## src/include/ccr_params.svh

```systemverilog
// Register indices, field positions, reset values and sizes of the checksum control block
`ifndef CCR_PARAMS_SVH
`define CCR_PARAMS_SVH
`define CCR_IDX_CON0      14'h1ca2
`define CCR_IDX_CON1      14'h1ca3
`define CCR_IDX_CON2      14'h1ca4
`define CCR_IDX_DATA      14'h1c9a
`define CCR_IDX_OVERLAY   14'h1c9e
`define CCR_IDX_SCAN      14'h1cb0
`define CCR_IDX_PMD       14'h1cb1
`define CCR_IDX_STAT      14'h1cb2
`define CCR_IDX_MASK      14'h1cb3
`define CCR_CON0_EN       7
`define CCR_CON0_GO       6
`define CCR_CON0_BUSY     5
`define CCR_CON0_ZERO_AUGMENT_MODE     4
`define CCR_CON0_OVL_HI   3
`define CCR_CON0_OVL_LO   2
`define CCR_CON0_DIR      1
`define CCR_CON0_FULL     0
`define CCR_LEN_HI        4
`define CCR_SCAN_GO       0
`define CCR_PMD_CRC       0
`define CCR_PMD_SCAN      1
`define CCR_RST_CON       8'h00
`define CCR_RST_LEN       5'h00
`define CCR_RST_WORD      32'h0000_0000
`define CCR_ALL_ONES_M1   32'hffff_fffe
`define CCR_WORD_TOP      5'h1f
`endif

```

## src/include/ccr_pkg.sv

```systemverilog
// Types shared by the checksum control block
package ccr_pkg;
    typedef enum logic [1:0] {
        CCR_IDLE  = 2'b00,
        CCR_SHIFT = 2'b01,
        CCR_AUG   = 2'b10
    } ccr_state_t;

    typedef enum logic [1:0] {
        CCR_OVL_OUT_A = 2'b00,
        CCR_OVL_SHIFT = 2'b01,
        CCR_OVL_XOR   = 2'b10,
        CCR_OVL_OUT_B = 2'b11
    } ccr_overlay_t;

    typedef struct packed {
        logic         en;
        logic         go;
        logic         zero_augment_mode;
        ccr_overlay_t overlay;
        logic         shift_dir;
    } ccr_ctrl_t;

    typedef struct packed {
        logic scan_md;
        logic crc_md;
    } ccr_pmd_t;

    typedef struct packed {
        logic scan_abort;
        logic word_taken;
        logic calc_done;
    } ccr_irq_t;
endpackage

```

## src/rtl/ccr_core.sv

```systemverilog
// Checksum engine control, status, overlay registers and Wishbone slave
//
// Added by the designer: register access over Wishbone.
`timescale 1ns/1ps
`include "ccr_params.svh"

// Overview of operation
// - Sleep freezes the engine in place
// - Module disable bits stop engine, scanner separately
// - Scanner disable only honoured when scanner available
// - Enable bit releases engine, zero holds idle
// - Start bit runs shifter, zero stops it
// - Busy reads one while shifting or pending
// - Accumulator mode appends trailing zero bits
// - Overlay field picks result, shifter or polynomial
// - Direction bit: one LSb first, zero MSb
// - Full reads one until word enters shifter
// - Polynomial length field holds length minus one
// - Watchdog keeps running; software bounds scan length
// - Word length field holds length minus one
// - Clearing enable also clears scanner go
module ccr_core
#(
    parameter int ADDR_W = 16
)
(
    input  wire logic                i_ref_clk,
    input  wire logic                i_rstn,
    input  wire logic                i_wb_cyc,
    input  wire logic                i_wb_stb,
    input  wire logic                i_wb_we,
    input  wire logic [ADDR_W-1:0]   i_wb_adr,
    input  wire logic [3:0]          i_wb_sel,
    input  wire logic [31:0]         i_wb_dat,
    output logic      [31:0]         o_wb_dat,
    output logic                     o_wb_ack,
    input  wire logic                i_sleep,
    input  wire logic                i_scan_avail,
    input  wire logic                i_scan_valid,
    input  wire logic [31:0]         i_scan_data,
    input  wire logic                i_scan_done,
    output logic                     o_scan_ready,
    output logic                     o_scan_go,
    output logic                     o_irq
);
    import ccr_pkg::*;

    // Register index decode needs address bits 15:2
    if (ADDR_W < 16)
    begin
        $error("ADDR_W must be at least 16");
    end

    function automatic logic [31:0] lane_merge(input logic [31:0] old_v,
                                               input logic [31:0] new_v,
                                               input logic [3:0]  sel);
        logic [31:0] res;
        res = old_v;
        for (int i = 0; i < 4; i++)
            if (sel[i])
                res[i*8 +: 8] = new_v[i*8 +: 8];
        return res;
    endfunction

    ccr_ctrl_t   ctrl_reg,    ctrl_next;
    logic [4:0]  poly_length_field_reg,    poly_length_field_next;
    logic [4:0]  word_length_field_reg,    word_length_field_next;
    logic [31:0] data_reg,    data_next;
    logic        full_reg,    full_next;
    logic [31:0] shifter_reg, shifter_next;
    logic [31:0] acc_reg,     acc_next;
    logic [31:0] poly_reg,    poly_next;
    ccr_state_t  state_reg,   state_next;
    logic [4:0]  bit_cnt_reg, bit_cnt_next;
    logic        scan_go_reg, scan_go_next;
    ccr_pmd_t    pmd_reg,     pmd_next;
    ccr_irq_t    stat_reg,    stat_next;
    ccr_irq_t    mask_reg,    mask_next;
    logic        ack_reg,     ack_next;
    logic [31:0] rdat_reg,    rdat_next;

    logic        wb_req;
    logic        wr_stb;
    logic [13:0] idx;
    logic        busy;
    logic        run;
    logic        held;
    logic        scan_usable;
    logic        in_bit;
    logic        fb;
    logic [31:0] len_mask;
    logic [31:0] acc_step;
    ccr_irq_t    ev;

    assign wb_req      = i_wb_cyc && i_wb_stb && !ack_reg;
    assign wr_stb      = wb_req && i_wb_we;
    assign idx         = i_wb_adr[15:2];
    assign busy        = full_reg || (state_reg != CCR_IDLE);
    assign held        = !ctrl_reg.en || pmd_reg.crc_md;
    assign run         = !held && ctrl_reg.go && !i_sleep;
    // Scanner disable has no effect on a part without a scanner
    assign scan_usable = i_scan_avail && !pmd_reg.scan_md;
    assign o_scan_go   = scan_go_reg && scan_usable;
    assign o_scan_ready = o_scan_go && run && !full_reg
                          && !(wr_stb && idx == `CCR_IDX_DATA);
    assign o_irq       = |(stat_reg & mask_reg);
    assign o_wb_ack    = ack_reg;
    assign o_wb_dat    = rdat_reg;

    // Length masks; a field of n-1 keeps n accumulator bits
    assign len_mask = ~(`CCR_ALL_ONES_M1 << poly_length_field_reg);
    assign in_bit   = (state_reg == CCR_SHIFT)
                      ? (ctrl_reg.shift_dir ? shifter_reg[0] : shifter_reg[31])
                      : 1'b0;
    assign fb       = in_bit ^ (ctrl_reg.shift_dir ? acc_reg[0] : acc_reg[poly_length_field_reg]);
    // Bits above the polynomial length must not leak into a right shift
    assign acc_step = ((ctrl_reg.shift_dir ? ((acc_reg & len_mask) >> 1) : (acc_reg << 1))
                      ^ (fb ? poly_reg : `CCR_RST_WORD)) & len_mask;

    always_comb
    begin
        ctrl_next    = ctrl_reg;
        poly_length_field_next    = poly_length_field_reg;
        word_length_field_next    = word_length_field_reg;
        data_next    = data_reg;
        full_next    = full_reg;
        shifter_next = shifter_reg;
        acc_next     = acc_reg;
        poly_next    = poly_reg;
        state_next   = state_reg;
        bit_cnt_next = bit_cnt_reg;
        scan_go_next = scan_go_reg;
        pmd_next     = pmd_reg;
        mask_next    = mask_reg;
        ev           = '0;

        // Engine step; nothing moves while asleep or stopped
        if (run)
        begin
            if (state_reg != CCR_IDLE)
            begin
                acc_next     = acc_step;
                shifter_next = ctrl_reg.shift_dir ? (shifter_reg >> 1) : (shifter_reg << 1);
                if (bit_cnt_reg != 5'd0)
                    bit_cnt_next = bit_cnt_reg - 5'd1;
                else if (state_reg == CCR_SHIFT && ctrl_reg.zero_augment_mode && !full_reg)
                begin
                    state_next   = CCR_AUG;
                    bit_cnt_next = poly_length_field_reg;
                end
                else if (!full_reg)
                begin
                    state_next    = CCR_IDLE;
                    ev.calc_done  = 1'b1;
                end
            end
            if (full_reg && (state_reg == CCR_IDLE || bit_cnt_reg == 5'd0))
            begin
                // Next word follows straight on from the last bit of this one
                shifter_next  = ctrl_reg.shift_dir ? data_reg
                                : (data_reg << (`CCR_WORD_TOP - word_length_field_reg));
                bit_cnt_next  = word_length_field_reg;
                state_next    = CCR_SHIFT;
                full_next     = 1'b0;
                ev.word_taken = 1'b1;
            end
        end

        if (o_scan_ready && i_scan_valid)
        begin
            data_next = i_scan_data;
            full_next = 1'b1;
        end
        if (i_scan_done)
            scan_go_next = 1'b0;

        if (wr_stb)
        begin
            unique case (idx)
                `CCR_IDX_CON0:
                    if (i_wb_sel[0])
                    begin
                        // Busy and full have no storage behind a write
                        ctrl_next.en        = i_wb_dat[`CCR_CON0_EN];
                        ctrl_next.go        = i_wb_dat[`CCR_CON0_GO];
                        ctrl_next.zero_augment_mode      = i_wb_dat[`CCR_CON0_ZERO_AUGMENT_MODE];
                        ctrl_next.overlay   = ccr_overlay_t'(
                            i_wb_dat[`CCR_CON0_OVL_HI:`CCR_CON0_OVL_LO]);
                        ctrl_next.shift_dir = i_wb_dat[`CCR_CON0_DIR];
                    end
                `CCR_IDX_CON1:
                    if (i_wb_sel[0])
                        poly_length_field_next = i_wb_dat[`CCR_LEN_HI:0];
                `CCR_IDX_CON2:
                    if (i_wb_sel[0])
                        word_length_field_next = i_wb_dat[`CCR_LEN_HI:0];
                `CCR_IDX_DATA:
                    if (ctrl_reg.en)
                    begin
                        data_next = lane_merge(data_reg, i_wb_dat, i_wb_sel);
                        // Low byte lane starts the word, so write it last
                        if (i_wb_sel[0])
                            full_next = 1'b1;
                    end
                `CCR_IDX_OVERLAY:
                    unique case (ctrl_reg.overlay)
                        CCR_OVL_SHIFT: shifter_next = lane_merge(shifter_reg, i_wb_dat, i_wb_sel);
                        CCR_OVL_XOR:   poly_next = lane_merge(poly_reg, i_wb_dat, i_wb_sel);
                        default:       acc_next = lane_merge(acc_reg, i_wb_dat, i_wb_sel);
                    endcase
                `CCR_IDX_SCAN:
                    if (i_wb_sel[0] && scan_usable)
                        scan_go_next = i_wb_dat[`CCR_SCAN_GO];
                `CCR_IDX_PMD:
                    if (i_wb_sel[0])
                    begin
                        pmd_next.crc_md  = i_wb_dat[`CCR_PMD_CRC];
                        pmd_next.scan_md = i_wb_dat[`CCR_PMD_SCAN];
                    end
                `CCR_IDX_MASK:
                    if (i_wb_sel[0])
                        mask_next = ccr_irq_t'(i_wb_dat[2:0]);
                default:
                    mask_next = mask_next;
            endcase
        end

        // Disabled unit drops its sequencer state and any queued word; shifter and accumulator keep their contents
        if (held)
        begin
            state_next   = CCR_IDLE;
            full_next    = 1'b0;
            bit_cnt_next = 5'd0;
        end
        // Long scans are not cut short here; the watchdog keeps counting
        // Scan go cannot be armed while the engine is off
        if (!ctrl_reg.en)
        begin
            scan_go_next  = 1'b0;
            ev.scan_abort = scan_go_reg;
        end

        // Set wins over a write-one-to-clear in the same cycle
        stat_next = stat_reg;
        if (wr_stb && idx == `CCR_IDX_STAT && i_wb_sel[0])
            stat_next = ccr_irq_t'(stat_reg & ~i_wb_dat[2:0]);
        stat_next = stat_next | ev;
    end

    always_ff @(posedge i_ref_clk)
    begin
        if (!i_rstn)
        begin
            ctrl_reg    <= ccr_ctrl_t'(6'h00);
            poly_length_field_reg    <= `CCR_RST_LEN;
            word_length_field_reg    <= `CCR_RST_LEN;
            data_reg    <= `CCR_RST_WORD;
            full_reg    <= 1'b0;
            shifter_reg <= `CCR_RST_WORD;
            acc_reg     <= `CCR_RST_WORD;
            poly_reg    <= `CCR_RST_WORD;
            state_reg   <= CCR_IDLE;
            bit_cnt_reg <= 5'd0;
            scan_go_reg <= 1'b0;
            pmd_reg     <= '0;
            stat_reg    <= '0;
            mask_reg    <= '0;
        end
        else
        begin
            ctrl_reg    <= ctrl_next;
            poly_length_field_reg    <= poly_length_field_next;
            word_length_field_reg    <= word_length_field_next;
            data_reg    <= data_next;
            full_reg    <= full_next;
            shifter_reg <= shifter_next;
            acc_reg     <= acc_next;
            poly_reg    <= poly_next;
            state_reg   <= state_next;
            bit_cnt_reg <= bit_cnt_next;
            scan_go_reg <= scan_go_next;
            pmd_reg     <= pmd_next;
            stat_reg    <= stat_next;
            mask_reg    <= mask_next;
        end
    end

    // Bus answer: registered ack, one wait state; unmapped reads give zero
    always_comb
    begin
        ack_next  = wb_req;
        rdat_next = `CCR_RST_WORD;
        if (wb_req && !i_wb_we)
        begin
            unique case (idx)
                `CCR_IDX_CON0:    rdat_next[7:0] = {ctrl_reg.en, ctrl_reg.go, busy,
                                                    ctrl_reg.zero_augment_mode, ctrl_reg.overlay,
                                                    ctrl_reg.shift_dir, full_reg};
                `CCR_IDX_CON1:    rdat_next[4:0] = poly_length_field_reg;
                `CCR_IDX_CON2:    rdat_next[4:0] = word_length_field_reg;
                `CCR_IDX_DATA:    rdat_next = data_reg;
                `CCR_IDX_OVERLAY:
                    unique case (ctrl_reg.overlay)
                        CCR_OVL_SHIFT: rdat_next = shifter_reg;
                        CCR_OVL_XOR:   rdat_next = poly_reg;
                        default:       rdat_next = acc_reg;
                    endcase
                `CCR_IDX_SCAN:    rdat_next[0]   = scan_go_reg;
                `CCR_IDX_PMD:     rdat_next[1:0] = pmd_reg;
                `CCR_IDX_STAT:    rdat_next[2:0] = stat_reg;
                `CCR_IDX_MASK:    rdat_next[2:0] = mask_reg;
                default:          rdat_next = `CCR_RST_WORD;
            endcase
        end
    end

    always_ff @(posedge i_ref_clk)
    begin
        if (!i_rstn)
        begin
            ack_reg  <= 1'b0;
            rdat_reg <= `CCR_RST_WORD;
        end
        else
        begin
            ack_reg  <= ack_next;
            rdat_reg <= rdat_next;
        end
    end
endmodule

```

## config.mk

```make
export PLATFORM = sky130hd
export DESIGN_NAME = ccr_core
export DESIGN_NICKNAME = d
export VERILOG_FILES = /design/src/include/ccr_pkg.sv /design/src/rtl/ccr_core.sv
export VERILOG_INCLUDE_DIRS = /design/src /design/src/include
export SDC_FILE = /design/constraint.sdc
export NUM_CORES = 1
export LEC_CHECK = 0
export BUFFER_PORTS_ARGS = -buffer_cell sky130_fd_sc_hd__buf_2
export CORE_ASPECT_RATIO = 0.6
export CORE_MARGIN = 2
export CORE_UTILIZATION = 55
export DETAILED_ROUTE_END_ITERATION = 6
export PLACE_DENSITY_LB_ADDON = 0.08
export REMOVE_ABC_BUFFERS = 1
export SETUP_SLACK_MARGIN = 0.4
export SLEW_MARGIN = 20
export SYNTH_ARGS = -nofsm -noshare
export SYNTH_HDL_FRONTEND = slang
export SYNTH_SLANG_ARGS = --single-unit
```

## constraint.sdc

```tcl
create_clock -name i_ref_clk -period 4 [get_ports i_ref_clk]
set_input_delay 0 -clock i_ref_clk [delete_from_list [all_inputs] [get_ports i_ref_clk]]
set_output_delay 0 -clock i_ref_clk [all_outputs]
set_load 0.02 [all_outputs]
```

==> metrics.md <==
| Metric | Value |
|---|---|
| Status | finished clean |
| Die width | slightly above 200 um |
| EDFF count, synth | 0 |
| Yosys warns | 0 |
| Worst-path cell chain | buf_4 -> mux4_2 -> a2bb2oi_1 -> a211oi_1 -> o31ai_2 -> xor2_4 -> buf_12 -> nand3_1 -> a31o_2 |
| Mean post-synth cell area | a little over 8 sq um |
| Placeable Area | between 0.02 and 0.025 sq mm |
| Initial core utilization | ~57% |
| F_max | 281.9 MHz |
| WL/cell | 26.51 um |
| Die area | ~0.025 sq mm |
| Top delay family on crit path | compound AO/OA/AOI/OAI gates |
| Final HPWL DP | approximately 40 mm |
| Yosys reg bits | a little under 200 |
| Clock sink count | about 190 |
| Hold Crit Class | in -> reg |
| Vias per cell | 6.989 |
| Max_cap viols | 0 |
| Layout net count | approximately 1900 |
| Synth area leader | dfxtp_1 |
| Critical Path Max Stage Delay | 0.68 ns |
| Total Neg Setup Slack | 0 ns |
| Top cells by area, synth | dfxtp_1 29%, mux2i_1 8.4%, mux4_2 6.8% |
| Sequential area share after synthesis | about 30% |
| Setup Viol. Count Final | 0 |
| Grt total ovfl | 0 |
| Site row count | 43 |
| Main combinational cell family by area after synthesis | compound AO/OA/AOI/OAI gates |
| Post-synthesis mux area share | 16.55% |
| # Post-CTS Setup Buffers | 0 |
| Max_slew headroom | approximately 28% |
| CTS Buffer Depth | 2 |
| Global-route wire length before repair | 81.40 mm |
| Post-synth top area share | between 20 and 30% |
| Via Count | 14620 |
| Ratio of cells with drive above 1 in the final layout | approximately 16% |
| Crit path max-delay cell type | dfxtp_1 |
| Root buffer cell | clkbuf_16 |
| Metal3 WL | 10.77 mm |
| Clock latency at the later pin of the worst-skew pair | between 0.4 and 0.5 ns |
| Bufs and invs on worst path | 2 |
| Vias in the first global route | around 13000 |
| Commonest non-fill, non-tap cell in the layout | nand2_1 |
| H-Tree Depth | 4 |
| Layout area overhead | 16.95% |
| DR iter-0 viols | roughly 2500 |
| GRT Total Usage | a little over two fifths |
| XOR/XNOR Fraction of Synth Area | less than 1% |
| DR pass1 iterations | 6 |
| Worst-Margin Slew | 1.080 ns |
| Largest net degree at the start of global routing | slightly above 70 |
| Post-synth cell types | just under 80 |
| Setup crit end kind | flip-flop |
| Pleak | around 5.4 nW |
| RSZ-0062 raised after global routing | false |
| Post-Synthesis Cell Area | 0.01324 sq mm |
| Final Wtd Congestion | 1.066 |
| Post-synth top flop | dfxtp_1 |
| Peak VDD IR | 0.0002642 V |
| Synth Area in Simple Gates | approximately 20% |
| Final antenna-violating net count | 0 |
| IO buf count | around 130 |
| Worst hold slack | 0.03604 ns |
| Post-route DRC | 0 |
| Critical setup path kind | reg -> reg |
| Max layer used | met5 |
| CTS tree | built |
| Synth Area in Adders | less than 1% |
| Post-Synthesis Cells | 1641 |
| # diodes | 0 |
| Setup Skew | approximately 0.013 ns |
| Crit path max fanout | 39 |
| Startpoint types | flip-flop |
| Final core occ | about two thirds |
| Hold Vio Cnt, Final | 0 |
| CTS Buf Count | 17 |
| M1 wire length | approximately 23 mm |
| CP Data Required Time | about 4.4 ns |
| WP data arrival | 3.91 ns |
| Initial antenna violation count | 0 |
| Final Max Slew Viols | 0 |
| Period utilization | between 80 and 90% |
| Clock transition at the registers of the reported paths | about 0.080 ns |
| Post-route cell area | 0.01549 sq mm |
| Area after DPL | approximately 0.014 sq mm |
| Pwr dens | 267.8 mW/mm^2 |
| Most frequent cells in the layout | 221 x nand2_1, 190 x dfxtp_1, 125 x buf_2 |
| Final WL | ~55 mm |
| Final min period | 3.548 ns |
| Routed wl met2 | 20.27 mm |
| I/O pin count | about 130 |
| Total power after layout | between 0.004 and 0.005 W |
| Chip height | about 120 um |
| Area fraction in compound gates after synthesis | a little over a quarter |
| Async S/R FF share, synth | 0% |
[cell usage after synthesis, drive strengths merged (4+ instances only)]
library cell	count
nand2	221
dfxtp	194
a21oi	121
mux2i	111
clkbuf	109
nor2	109
o21ai	81
a21boi	58
inv	54
a221oi	44
mux4	40
nor2b	40
a22oi	39
and3	39
a22o	36
nand3	34
buf	30
a211oi	23
and2	22
nor3	22
o31ai	21
mux2	16
o22ai	15
nand4	14
o211ai	13
a31oi	11
o221ai	11
o41ai	10
nand2b	8
or2	7
a32oi	6
or3	6
nand3b	5
nor4	5
a2111oi	4
a311o	4
ha	4
nor3b	4
nor4b	4
xnor2	4
[metrics by stage]
step	worst slack, ns	cells
final	0.4524	2092
after global routing	0.4040	2092
after CTS	0.5025	2092
after detailed placement	0.5307	1986
after global placement	0.6341	1986
after floorplan	-1.048	1502
[where the power goes]
group	internal [W]	leakage (nW)	switching, W
clock network	0.00115	0.319	0.000821
registers	0.00193	1.56	0.000000303
logic	0.000110	3.54	0.000137
total	0.00319	5.42	0.000958
[cells by family (layout without fill, tap and decap cells)]
group,Yosys count,in the layout
xor+xnor,5,5
simple gates,554,554
mux,167,167
buf+inv,194,330
fa+ha+maj,4,4
flops,194,194
compound gates,523,523
[metal layers]
| metal | GRT usage (%) | up-vias |
|---|---|---|
| li1 | - | 6358 |
| met1 | 63.46 | 6903 |
| met2 | 54.87 | 1238 |
| met3 | 22.32 | 120 |
| met4 | 10.14 | 2 |
| met5 | 2.579 | - |
[what timing repair did]
action,4_1_cts,5_1_grt
hold endpoints to repair,123,0
setup endpoints to repair,0,19
gates resized for setup,0,1
hold buffers,74,0
[cell type report]
cell class	count	area [sq um]
Multi-Input combinational cell	1253	8628
Fill cell	2010	7863
Sequential cell	194	3891
Timing Repair Buffer	243	1709
Clock buffer	21	460.4
Tap cell	315	394.1
Inverter	55	206.4
Clock inverter	11	197.7
[final timing paths]
| path | from | end | slack, ns | depth (start not counted) |
|---|---|---|---|---|
| worst min-delay path | i_rstn | acc_reg[2]$_SDFFE_PN0P_ | 0.04 | 3 |
| worst max-delay path | poly_length_field_reg[1]$_SDFFE_PN0P_ | acc_reg[24]$_SDFFE_PN0P_ | 0.45 | 9 |
| worst max register to register | poly_length_field_reg[1]$_SDFFE_PN0P_ | acc_reg[24]$_SDFFE_PN0P_ | 0.45 | 9 |
| worst min register to register | state_reg[0]$_SDFFE_PP0P_ | state_reg[0]$_SDFFE_PP0P_ | 0.49 | 2 |
[tightest hold or removal path, cell delays in order]
cell	delay (ns)
buf_4	0.27
nand2_1	0.12
o31ai_1	0.05
No activity file was read; power rests on OpenSTA's default activity.
